## config.mk

```make
export PLATFORM = sky130hd
export DESIGN_NAME = isf_top
export DESIGN_NICKNAME = d
export VERILOG_FILES = /design/src/inc/isf_pkg.sv /design/src/rtl/isf_top.sv
export SDC_FILE = /design/constraint.sdc
export NUM_CORES = 2
export LEC_CHECK = 0
export BUFFER_PORTS_ARGS = -buffer_cell sky130_fd_sc_hd__buf_2
export CORE_AREA = 2 2 332 334
export DETAILED_ROUTE_END_ITERATION = 7
export DIE_AREA = 0 0 334 336
export PLACE_DENSITY = 0.59
export SLEW_MARGIN = 40
export SYNTH_ARGS = -nofsm -noshare
export SYNTH_HDL_FRONTEND = slang
export SYNTH_SLANG_ARGS = --single-unit
```

## constraint.sdc

```tcl
create_clock -name sys_clk -period 21.5 [get_ports sys_clk]
set_input_delay 4.3 -clock sys_clk [delete_from_list [all_inputs] [get_ports sys_clk]]
set_output_delay 4.3 -clock sys_clk [all_outputs]
set_load 0.01 [all_outputs]
```

## src/inc/isf_pkg.sv

```systemverilog
// Constants shared by the input select and fault monitor block
package isf_pkg;
    // ==========================================================
    // Register byte offsets
    localparam logic [7:0] OFS_CTRL      = 8'h00;
    localparam logic [7:0] OFS_PRIO      = 8'h04;
    localparam logic [7:0] OFS_LOS_LIM   = 8'h08;
    localparam logic [7:0] OFS_OOF_WIN   = 8'h0C;
    localparam logic [7:0] OFS_OOF_EXP   = 8'h10;
    localparam logic [7:0] OFS_LOL_THR   = 8'h14;
    localparam logic [7:0] OFS_LOL_TIMER = 8'h18;
    localparam logic [7:0] OFS_LIVE      = 8'h1C;
    localparam logic [7:0] OFS_STICKY    = 8'h20;
    // ==========================================================
    // Control register fields
    localparam int CTL_SEL_REG   = 0;
    localparam int CTL_REG_SEL   = 1;
    localparam int CTL_AUTO      = 3;
    localparam int CTL_REVERT    = 4;
    localparam int CTL_HITLESS   = 5;
    localparam int CTL_RAMP      = 6;
    localparam int CTL_FASTLOCK  = 7;
    localparam int CTL_ZDM       = 8;
    localparam int CTL_KEEP_OUT  = 9;
    localparam int CTL_OOF_REF   = 10;
    localparam int CTL_LOS_EN    = 13;
    localparam int CTL_PREC_EN   = 17;
    localparam int CTL_FAST_EN   = 18;
    localparam int CTL_XLOS_EN   = 19;
    // ==========================================================
    // Status bit positions (live has all; sticky shares them up to ST_UNLOCK)
    localparam int ST_LOS      = 0;
    localparam int ST_OOF      = 4;
    localparam int ST_XLOS     = 8;
    localparam int ST_UNLOCK   = 9;
    localparam int ST_ACT      = 10;
    localparam int ST_HOLD     = 12;
    localparam int STICKY_BITS = 10;
    // ==========================================================
    // Reset values
    localparam logic [31:0] CTRL_RST      = 32'h000F_E000;
    localparam logic [31:0] PRIO_RST      = 32'h0000_0688;
    localparam logic [31:0] LOS_LIM_RST   = 32'h4040_4040;
    localparam logic [31:0] OOF_WIN_RST   = 32'h0002_0008;
    localparam logic [31:0] OOF_EXP_RST   = 32'h0100_0FA0;
    localparam logic [31:0] LOL_THR_RST   = 32'h0001_0004;
    localparam logic [31:0] LOL_TIMER_RST = 32'h0000_0100;
    // ==========================================================
    // Timing: frequency gate window
    localparam int GATE_US  = 100;
    localparam int CLK_MHZ  = 40;
    localparam int GATE_CYC = GATE_US * CLK_MHZ;
    localparam int XLOS_CYC = 64;
    localparam int SYNC_W   = 8;
endpackage

```

## src/rtl/isf_top.sv

```systemverilog
// Input clock selection and fault monitoring, AHB-Lite register slave
`timescale 1ns/1ps
`default_nettype none
// How it works
// - Select pin code 00..11 picks inputs 0..3
// - Control bit picks pins or register; pins default
// - Automatic choice considers only valid inputs
// - No valid input means holdover
// - Revertive: always highest priority valid input
// - Non-revertive: keep active input while valid
// - Hitless enable absorbs phase on locked inputs
// - Hitless off passes phase at loop rate
// - Ramped switching shares holdover exit ramp settings
// - Glitchless pull-in uses normal or fast bandwidth
// - Unlocked held during pull-in, no runts
// - Zero delay closes loop through fourth input
// - Zero delay removes fourth input from selection
// - Monitor inputs for absence and excursion; crystal absence
// - Per-input period absence monitor, sensitivity, disable
// - Live and sticky absence status per input
// - Crystal absence disables outputs unless kept
// - Excursion reference: expected count or input; fourth not in zero delay
// - Precise and fast excursion combined, live and sticky
// - Precise window with hysteresis
// - Fast monitor flags large change between windows
// - Lock set and clear monitors give hysteresis
// - Unlocked pin, live and sticky unlocked status
// - Timer delays clearing of unlocked indicator
module isf_top #(
    parameter int GATE = isf_pkg::GATE_CYC,
    parameter int CW   = 16
) (
    input  wire logic        sys_clk,
    input  wire logic        rst_b,
    input  wire logic        hsel,
    input  wire logic [31:0] haddr,
    input  wire logic [1:0]  htrans,
    input  wire logic        hwrite,
    input  wire logic [2:0]  hsize,
    input  wire logic [31:0] hwdata,
    input  wire logic        hready,
    output logic             hreadyout,
    output logic             hresp,
    output logic [31:0]      hrdata,
    input  wire logic        ref_clock_a,
    input  wire logic        ref_clock_b,
    input  wire logic        ref_clock_c,
    input  wire logic        ref_clock_d_or_feedback,
    input  wire logic        loop_fb_clk,
    input  wire logic        crystal_reference,
    input  wire logic [1:0]  in_sel_pins,
    output logic             unlocked_pin_n,
    output logic [1:0]       active_input,
    output logic             holdover,
    output logic             switch_start,
    output logic             hitless_en,
    output logic             ramp_en,
    output logic             fastlock_en,
    output logic             ext_feedback_en,
    output logic             outputs_enable
);
    // ==========================================================
    // Reset release and pin synchronisers
    logic              rst_q1, rst_n;
    logic [7:0]        pin_raw, s1, s2, s3;
    logic [5:0]        edge_hit;

    always_ff @(posedge sys_clk or negedge rst_b)
    begin
        if (!rst_b)
        begin
            rst_q1 <= 1'b0;
            rst_n  <= 1'b0;
        end
        else
        begin
            rst_q1 <= 1'b1;
            rst_n  <= rst_q1;
        end
    end

    assign pin_raw = {in_sel_pins, crystal_reference, loop_fb_clk, ref_clock_d_or_feedback,
                      ref_clock_c, ref_clock_b, ref_clock_a};

    always_ff @(posedge sys_clk or negedge rst_n)
    begin
        if (!rst_n)
        begin
            s1 <= 8'h00;
            s2 <= 8'h00;
            s3 <= 8'h00;
        end
        else
        begin
            s1 <= pin_raw;
            s2 <= s1;
            s3 <= s2;
        end
    end
    assign edge_hit = s2[5:0] & ~s3[5:0];

    // ==========================================================
    // Registers
    localparam int STICKY_BITS_W = isf_pkg::STICKY_BITS;
    logic [31:0] ctrl_r, prio_r, los_lim_r, oof_win_r, oof_exp_r, lol_thr_r, lol_tmr_r;
    logic [STICKY_BITS_W-1:0] sticky_r;
    logic [31:0] live;
    logic        ph_wr, ph_act;
    logic [7:0]  ph_addr;
    logic        zero_delay_setting;

    assign zero_delay_setting             = ctrl_r[isf_pkg::CTL_ZDM];
    assign ext_feedback_en = zero_delay_setting;
    assign hitless_en      = ctrl_r[isf_pkg::CTL_HITLESS];
    assign ramp_en         = ctrl_r[isf_pkg::CTL_RAMP];
    assign fastlock_en     = ctrl_r[isf_pkg::CTL_FASTLOCK];
    assign hreadyout       = 1'b1;
    assign hresp           = 1'b0;

    // ==========================================================
    // Frequency gate and per-signal edge counts
    logic [CW-1:0] gate_cnt;
    logic          gate_end;
    logic [CW-1:0] ecnt [5];
    logic [CW-1:0] meas [5];
    logic [CW-1:0] prev [4];
    logic          meas_ok;

    assign gate_end = (gate_cnt == CW'(GATE - 1));

    always_ff @(posedge sys_clk or negedge rst_n)
    begin
        if (!rst_n)
            gate_cnt <= '0;
        else if (gate_end)
            gate_cnt <= '0;
        else
            gate_cnt <= gate_cnt + 1'b1;
    end

    always_ff @(posedge sys_clk or negedge rst_n)
    begin
        if (!rst_n)
        begin
            meas_ok <= 1'b0;
            for (int i = 0; i < 5; i++)
            begin
                ecnt[i] <= '0;
                meas[i] <= '0;
            end
            for (int i = 0; i < 4; i++)
                prev[i] <= '0;
        end
        else
        begin
            for (int i = 0; i < 5; i++)
            begin
                if (gate_end)
                begin
                    meas[i] <= ecnt[i] + CW'(edge_hit[i]);
                    ecnt[i] <= '0;
                end
                else
                    ecnt[i] <= ecnt[i] + CW'(edge_hit[i]);
            end
            if (gate_end)
            begin
                meas_ok <= 1'b1;
                for (int i = 0; i < 4; i++)
                    prev[i] <= meas[i];
            end
        end
    end

    function automatic logic [CW-1:0] adiff(input logic [CW-1:0] a, input logic [CW-1:0] b);
        adiff = (a > b) ? a - b : b - a;
    endfunction

    // ==========================================================
    // Signal absence: period since last edge against per-input limit
    logic [7:0] per_cnt [4];
    logic [3:0] signal_absent_flag;
    logic [6:0] xcnt;
    logic       xlos;

    always_ff @(posedge sys_clk or negedge rst_n)
    begin
        if (!rst_n)
        begin
            signal_absent_flag <= 4'h0;
            for (int i = 0; i < 4; i++)
                per_cnt[i] <= '0;
        end
        else
        begin
            for (int i = 0; i < 4; i++)
            begin
                if (edge_hit[i])
                    per_cnt[i] <= '0;
                else if (per_cnt[i] != 8'hFF)
                    per_cnt[i] <= per_cnt[i] + 1'b1;
                signal_absent_flag[i] <= ctrl_r[isf_pkg::CTL_LOS_EN + i] &&
                          (per_cnt[i] >= los_lim_r[8*i +: 8]);
            end
        end
    end

    always_ff @(posedge sys_clk or negedge rst_n)
    begin
        if (!rst_n)
        begin
            xcnt <= '0;
            xlos <= 1'b0;
        end
        else
        begin
            if (edge_hit[5])
                xcnt <= '0;
            else if (xcnt != 7'(isf_pkg::XLOS_CYC))
                xcnt <= xcnt + 1'b1;
            xlos <= ctrl_r[isf_pkg::CTL_XLOS_EN] && (xcnt == 7'(isf_pkg::XLOS_CYC));
        end
    end

    assign outputs_enable = ctrl_r[isf_pkg::CTL_KEEP_OUT] || !xlos;

    // ==========================================================
    // Frequency excursion: precise window with hysteresis plus fast step
    logic [2:0]    oof_ref;
    logic [CW-1:0] ref_cnt;
    logic [3:0]    oof_prec, oof_fast, freq_excursion_flag;
    logic [CW-1:0] dev [4];

    assign oof_ref = ctrl_r[isf_pkg::CTL_OOF_REF +: 3];

    always_comb
    begin
        ref_cnt = oof_exp_r[CW-1:0];
        if (oof_ref >= 3'd1 && oof_ref <= 3'd4 && !(oof_ref == 3'd4 && zero_delay_setting))
            ref_cnt = meas[oof_ref[1:0] - 2'd1];
    end

    always_comb
        for (int i = 0; i < 4; i++)
            dev[i] = adiff(meas[i], ref_cnt);

    always_ff @(posedge sys_clk or negedge rst_n)
    begin
        if (!rst_n)
        begin
            oof_prec <= 4'h0;
            oof_fast <= 4'h0;
        end
        else if (gate_end && meas_ok)
        begin
            for (int i = 0; i < 4; i++)
            begin
                if (!ctrl_r[isf_pkg::CTL_PREC_EN])
                    oof_prec[i] <= 1'b0;
                else if (dev[i] > oof_win_r[CW-1:0])
                    oof_prec[i] <= 1'b1;
                else if ({1'b0, dev[i]} + {1'b0, oof_win_r[16 +: CW]} <= {1'b0, oof_win_r[CW-1:0]})
                    oof_prec[i] <= 1'b0;
                oof_fast[i] <= ctrl_r[isf_pkg::CTL_FAST_EN] &&
                               (adiff(meas[i], prev[i]) > oof_exp_r[16 +: CW]);
            end
        end
    end

    assign freq_excursion_flag = oof_prec | oof_fast;

    // ==========================================================
    // Input selection
    typedef enum logic [0:0] {SEL_HOLD = 1'b0, SEL_TRACK = 1'b1} isf_sel_t;
    isf_sel_t   sel_st;
    logic [3:0] valid;
    logic [1:0] best, man_sel, act_r;
    logic       any_valid;

    always_comb
    begin
        best      = 2'd0;
        any_valid = 1'b0;
        for (int i = 0; i < 4; i++)
        begin
            valid[i] = !signal_absent_flag[i] && !freq_excursion_flag[i] && !(i == 3 && zero_delay_setting);
            if (valid[i] && (!any_valid ||
                prio_r[3*i +: 3] < prio_r[3*best +: 3]))
            begin
                best      = 2'(i);
                any_valid = 1'b1;
            end
        end
        man_sel = ctrl_r[isf_pkg::CTL_SEL_REG] ? ctrl_r[isf_pkg::CTL_REG_SEL +: 2]
                                                : s2[7:6];
    end

    always_ff @(posedge sys_clk or negedge rst_n)
    begin
        if (!rst_n)
        begin
            sel_st       <= SEL_HOLD;
            act_r        <= 2'd0;
            switch_start <= 1'b0;
        end
        else
        begin
            switch_start <= 1'b0;
            if (!ctrl_r[isf_pkg::CTL_AUTO])
            begin
                sel_st <= valid[man_sel] ? SEL_TRACK : SEL_HOLD;
                act_r  <= man_sel;
                switch_start <= valid[man_sel] && (act_r != man_sel || sel_st == SEL_HOLD);
            end
            else
            begin
                unique case (sel_st)
                    SEL_HOLD:
                    begin
                        if (any_valid)
                        begin
                            sel_st       <= SEL_TRACK;
                            act_r        <= best;
                            switch_start <= 1'b1;
                        end
                    end
                    SEL_TRACK:
                    begin
                        if (!any_valid)
                            sel_st <= SEL_HOLD;
                        else if ((ctrl_r[isf_pkg::CTL_REVERT] || !valid[act_r]) &&
                                 best != act_r)
                        begin
                            act_r        <= best;
                            switch_start <= 1'b1;
                        end
                    end
                endcase
            end
        end
    end

    assign holdover     = (sel_st == SEL_HOLD);
    assign active_input = act_r;

    // ==========================================================
    // Lock monitor with set/clear hysteresis and clear delay
    logic [CW-1:0] lock_dev;
    logic [CW-1:0] lol_tmr;
    logic          unlocked, near_r;

    assign lock_dev = adiff(meas[act_r], zero_delay_setting ? meas[3] : meas[4]);

    always_ff @(posedge sys_clk or negedge rst_n)
    begin
        if (!rst_n)
        begin
            unlocked <= 1'b1;
            near_r   <= 1'b0;
            lol_tmr  <= '0;
        end
        else
        begin
            // Clear delay first, so a set later in the same cycle wins
            if (!near_r)
                lol_tmr <= '0;
            else if (lol_tmr >= lol_tmr_r[CW-1:0])
                unlocked <= 1'b0;
            else
                lol_tmr <= lol_tmr + 1'b1;
            if (holdover || switch_start)
            begin
                unlocked <= 1'b1;
                near_r   <= 1'b0;
            end
            else if (gate_end && meas_ok)
            begin
                if (lock_dev > lol_thr_r[CW-1:0])
                begin
                    unlocked <= 1'b1;
                    near_r   <= 1'b0;
                end
                else if (lock_dev <= lol_thr_r[16 +: CW])
                    near_r <= 1'b1;
            end
        end
    end

    assign unlocked_pin_n = !unlocked;

    // ==========================================================
    // Status assembly and sticky bits (set wins over clear)
    assign live = {19'h0, holdover, act_r, unlocked, xlos, freq_excursion_flag, signal_absent_flag};

    always_ff @(posedge sys_clk or negedge rst_n)
    begin
        if (!rst_n)
            sticky_r <= '0;
        else
            sticky_r <= (sticky_r & ~((ph_wr && ph_addr == isf_pkg::OFS_STICKY) ?
                         hwdata[STICKY_BITS_W-1:0] : '0)) |
                        live[STICKY_BITS_W-1:0];
    end

    // ==========================================================
    // AHB-Lite slave, zero wait states
    always_ff @(posedge sys_clk or negedge rst_n)
    begin
        if (!rst_n)
        begin
            ph_act  <= 1'b0;
            ph_wr   <= 1'b0;
            ph_addr <= 8'h00;
        end
        else if (hready)
        begin
            ph_act  <= hsel && htrans[1];
            ph_wr   <= hsel && htrans[1] && hwrite;
            ph_addr <= (haddr[31:8] == 24'h0) ? haddr[7:0] : 8'hFF;
        end
    end

    always_ff @(posedge sys_clk or negedge rst_n)
    begin
        if (!rst_n)
            hrdata <= 32'h0000_0000;
        else if (hready && hsel && htrans[1] && !hwrite)
        begin
            unique case ((haddr[31:8] == 24'h0) ? haddr[7:0] : 8'hFF)
                isf_pkg::OFS_CTRL:      hrdata <= ctrl_r;
                isf_pkg::OFS_PRIO:      hrdata <= prio_r;
                isf_pkg::OFS_LOS_LIM:   hrdata <= los_lim_r;
                isf_pkg::OFS_OOF_WIN:   hrdata <= oof_win_r;
                isf_pkg::OFS_OOF_EXP:   hrdata <= oof_exp_r;
                isf_pkg::OFS_LOL_THR:   hrdata <= lol_thr_r;
                isf_pkg::OFS_LOL_TIMER: hrdata <= lol_tmr_r;
                isf_pkg::OFS_LIVE:      hrdata <= live;
                isf_pkg::OFS_STICKY:    hrdata <= {22'h0, sticky_r};
                default:                hrdata <= 32'h0000_0000;
            endcase
        end
    end

    always_ff @(posedge sys_clk or negedge rst_n)
    begin
        if (!rst_n)
        begin
            ctrl_r    <= isf_pkg::CTRL_RST;
            prio_r    <= isf_pkg::PRIO_RST;
            los_lim_r <= isf_pkg::LOS_LIM_RST;
            oof_win_r <= isf_pkg::OOF_WIN_RST;
            oof_exp_r <= isf_pkg::OOF_EXP_RST;
            lol_thr_r <= isf_pkg::LOL_THR_RST;
            lol_tmr_r <= isf_pkg::LOL_TIMER_RST;
        end
        else if (ph_wr)
        begin
            case (ph_addr)
                isf_pkg::OFS_CTRL:      ctrl_r    <= hwdata;
                isf_pkg::OFS_PRIO:      prio_r    <= hwdata;
                isf_pkg::OFS_LOS_LIM:   los_lim_r <= hwdata;
                isf_pkg::OFS_OOF_WIN:   oof_win_r <= hwdata;
                isf_pkg::OFS_OOF_EXP:   oof_exp_r <= hwdata;
                isf_pkg::OFS_LOL_THR:   lol_thr_r <= hwdata;
                isf_pkg::OFS_LOL_TIMER: lol_tmr_r <= hwdata;
                default:                ;
            endcase
        end
    end
endmodule
`default_nettype wire

```

==> results.md <==
* RD Place Congestion at 1.02
* Biggest fanout along the worst timing path at 26
* Kind of start point of the critical path: flip-flop
* Antenna violations before repair at 8
* Relative contribution of combinational cells to total power at 7.9%
* All-Layer GR Usage at 30.3%
* Inserted Clock Buffers at 76
* Static Leakage at 26.6 nW
* Post-synthesis compound-gate area fraction at 19.4%
* Count of H-tree levels built during CTS at 3
* Via Count at 42054
* Total area of sequential cells at 15400 um^2
* Total count of max-transition violations in the final report at 0
* TritonCTS sink count at 614
* Count of input and output buffers at 119
* Xor/xnor cell area share of the yosys netlist at 5.18%
* Worst Max-Slew Pin Slew at 0.835 ns
* Fraction of final layout cells with drive strength greater than 1 at 11.2%
* Primary FF master, synth: sky130_fd_sc_hd__dfrtp_1
* Post-synthesis instance total at 5436
* Critical-path cell with the highest stage delay: sky130_fd_sc_hd__ha_2
* Post-synthesis to final-layout area growth at 11.2%
* Die boundary width at 334 um
* Endpoint required time on the critical path at 22.05 ns
* Met3 routed wirelength at 12.9 mm
* Count of instances resized after the clock tree is built at 0
* Cell area after synthesis at 48700 um^2
* Initial Util at 44.9%
* Synthesized area divided by synthesized cell count at 8.95 um^2
* Multi-input logic area at 31200 um^2
* TritonCTS clock tree: built
* Min cycle time layout at 9.93 ns
* Met1 routed wirelength after detailed routing at 76.2 mm
* Post-synthesis cell type with the largest combined area: sky130_fd_sc_hd__dfrtp_1
* Final net count at 6267
* Max-cap check violation count at 0
* Total power density per cell area at 54.5 nW/um^2
* Yosys Warn Count at 0
* Insertion delay to the later sink of the worst-skew pair at 0.69 ns
* Total internal power at 2.19 mW
* Total half-perimeter wirelength after legalization and detailed placement at 133 mm
* Final setup violating endpoints at 0
* Mean routed wirelength per cell at 24.7 um
* Share of synthesized cell area in full adder, half adder and majority cells at 17.2%
* Hold Crit Class: flip-flop to async pin
* Number of placement rows at 121
* Seq/Total Area, Yosys at 31.7%
* Via density at 6.00
* Fin Clk Skew at 0.0325 ns
* Post-Route WL at 173 mm
* Clock-pin transition on the worst setup and hold timing paths at 0.06 ns
* Setup repair after global routing missed its margin: false
* Core Area at 108000 um^2
* Violation count after the first detailed-routing iteration at 4086
* CTS Buffer Depth at 3
* Crit-path max cell delay at 0.74 ns
* Pin count of the biggest net entering global routing at 150
* Share of total power consumed by net switching at 25.7%
* Count of unresolved DRC violations after routing at 0
* Setup Total Neg Slack at 0 ns
* Register bit count reported by yosys at 614
* Synth Area in Simple Gates at 14.7%
* WP data arrival at 10.48 ns
* Outcome: finished clean
* Commonest non-fill, non-tap cell in the layout: sky130_fd_sc_hd__ha_1
* Fmax at 0.101 GHz
* Number of buffers inserted by post-CTS setup repair at 0
* Reg power frac at 42.5%
* Global-route wire length before repair at 256 mm
* Commonest cells after routing, fill and taps aside: 640 x sky130_fd_sc_hd__ha_1, 585 x sky130_fd_sc_hd__dfrtp_1, 545 x sky130_fd_sc_hd__nand2_1
* Relative max-transition margin at 44.2%
* Length of routed met2 wiring at 75.0 mm
* Proportion of netlist area held by the largest area contributor at 30.1%
* Root buffer selected by CTS: sky130_fd_sc_hd__clkbuf_16
* Worst voltage drop across the vdd grid at 0.0636 mV
* Unique cell type count in the Yosys netlist at 88
* Combinational family with the most area after synthesis: compound AO/OA/AOI/OAI gates
* Number of nets with antenna violations after routing at 0
* Die outline height at 336 um
* Vias in the first global route at 39757
* Count of pins on the block boundary at 126
* Proportion of synthesized area in mux cells at 7.15%
* Slack of the worst reg-to-reg path at 11.57 ns
* Worst setup EP type: flip-flop
* Area of the die at 112000 um^2
* Congestion Overflow GR at 0
* Part of the total power dissipated in the clock network at 49.6%
* WS Path Type: flip-flop to flip-flop
* Most numerous cell on the critical path: sky130_fd_sc_hd__a21o_1
* Final count of hold timing violations at 0
* Ranking of synthesized cells by area: sky130_fd_sc_hd__dfrtp_1 30%, sky130_fd_sc_hd__ha_1 16%, sky130_fd_sc_hd__o21ai_0 4.7%
* Filler instances at 10243
* Number of buffers added to fix hold violations after cts at 0
* Highest routing layer actually used: met5
* Design Power at 2.95 mW
* Async S/R FF share, synth at 100%
* First-pass iteration count of the detailed router at 8
* Count of flip-flops with a built-in enable after synthesis at 0
* Fraction of the cycle the final worst path needs at 46.2%
* Switching power at 0.756 mW
synth_stat cells, drive strengths merged (20+ instances only):
library cell  number
mux2             151
nand3            124
clkbuf           182
and3              37
dfstp             28
mux4              34
o21ai            459
a221oi            50
a21boi            22
o21bai            39
inv              380
nor2b             92
buf               29
o31ai             22
mux2i            101
and2              38
or3               24
nor3              63
a222oi            35
a211oi            34
xor2             130
nand2            547
nand2b            71
a22oi             24
nand4            100
dfrtp            586
o21a              62
nor4              21
o211ai            20
nor2             336
xnor2            158
a21o             228
a21oi            324
ha               641
a31oi             38
power groups by stage:
stage               Sequential, mW  Clock [mW]  Combinational, mW
finish                        1.25        1.46              0.234
global route                  1.26        1.53              0.265
CTS                           1.25        1.49              0.234
detailed placement            1.27           0              0.233
global placement              1.27           0              0.227
floorplan                     1.27           0              0.147
flip-flops by register name, indices dropped and copies added (netlist names), 8 cells and up:
| name | cells |
|---|---|
| ctrl_r | 32 |
| lol_tmr | 16 |
| ecnt | 80 |
| s2 | 8 |
| per_cnt | 32 |
| oof_exp_r | 32 |
| lol_thr_r | 32 |
| prio_r | 32 |
| gate_cnt | 16 |
| lol_tmr_r | 32 |
| prev | 64 |
| meas | 80 |
| hrdata | 32 |
| s1 | 8 |
| sticky_r | 10 |
| los_lim_r | 32 |
| oof_win_r | 32 |
| ph_addr | 8 |
logic make-up (layout without fill, tap and decap cells):
| logic type | count (synthesis) | in the layout |
|---|---|---|
| AO/OA/AOI/OAI | 1478 | 1478 |
| XOR/XNOR | 288 | 288 |
| adder cells (fa/ha/maj) | 659 | 659 |
| buffers and inverters | 591 | 743 |
| flip-flops | 614 | 614 |
| multiplexers | 286 | 286 |
| other | 2 | 8 |
| AND/OR/NAND/NOR | 1518 | 1518 |
worst max-delay path: cells and delay by family, from the launching register on:
kind	cells	cell delay [ns]
xor gates and xnor gates	2	0.41
DFF	1	0.32
buffers and inverters	4	1.10
and+or+nand+nor	1	0.14
adders and majority gates	4	1.86
AOI/OAI and AO/OA	21	5.21
muxes	2	0.76
routing by layer:
| metal | global-route usage (%) | up-vias |
|---|---|---|
| met5 | 0 | - |
| met2 | 46.2 | 1493 |
| met1 | 42.0 | 20549 |
| li1 | - | 19681 |
| met4 | 13.8 | 2 |
| met3 | 5.11 | 329 |
per-stage QoR:
stage          util, %  worst slack [ns]  hold WS (ns)  cell area, um^2  cells
6_report          49.9             11.57         0.271            54100   7008
5_1_grt           49.9             11.05         0.311            54100   7005
4_1_cts           49.8             11.84         0.281            54000   7002
3_5_place_dp      47.2             11.92         0.277            51200   6861
3_3_place_gp      47.1             11.53         0.277            51100   6856
2_1_floorplan        -              3.17         0.331            48700   5437
final cells by class:
type | count | area share (%)
diodes | 5 | 0.0231
multi-input cells | 4232 | 57.6
inverters | 380 | 2.64
flip-flops and latches | 614 | 28.5
repair buffers | 222 | 2.71
clock inverters | 46 | 1.48
well taps | 1414 | 3.27
clock buffers | 95 | 3.80
path summary, 6_finish.rpt:
check / from / to / cells past startpoint
max: ctrl_r[10]$_DFFE_PN0P_ / oof_prec[2]$_DFFE_PN0P_ / 34
min: rst_n$_DFF_PN0_ / s1[0]$_DFF_PN0_ / 0
max reg2reg: ctrl_r[10]$_DFFE_PN0P_ / oof_prec[2]$_DFFE_PN0P_ / 34
min reg2reg: rst_n$_DFF_PN0_ / s1[0]$_DFF_PN0_ / 0
max in group asynchronous: rst_n$_DFF_PN0_ / ctrl_r[25]$_DFFE_PN0P_ / 5
min in group sys_clk: s1[6]$_DFF_PN0_ / s2[6]$_DFF_PN0_ / 0
No activity file was read; power rests on OpenSTA's default activity.
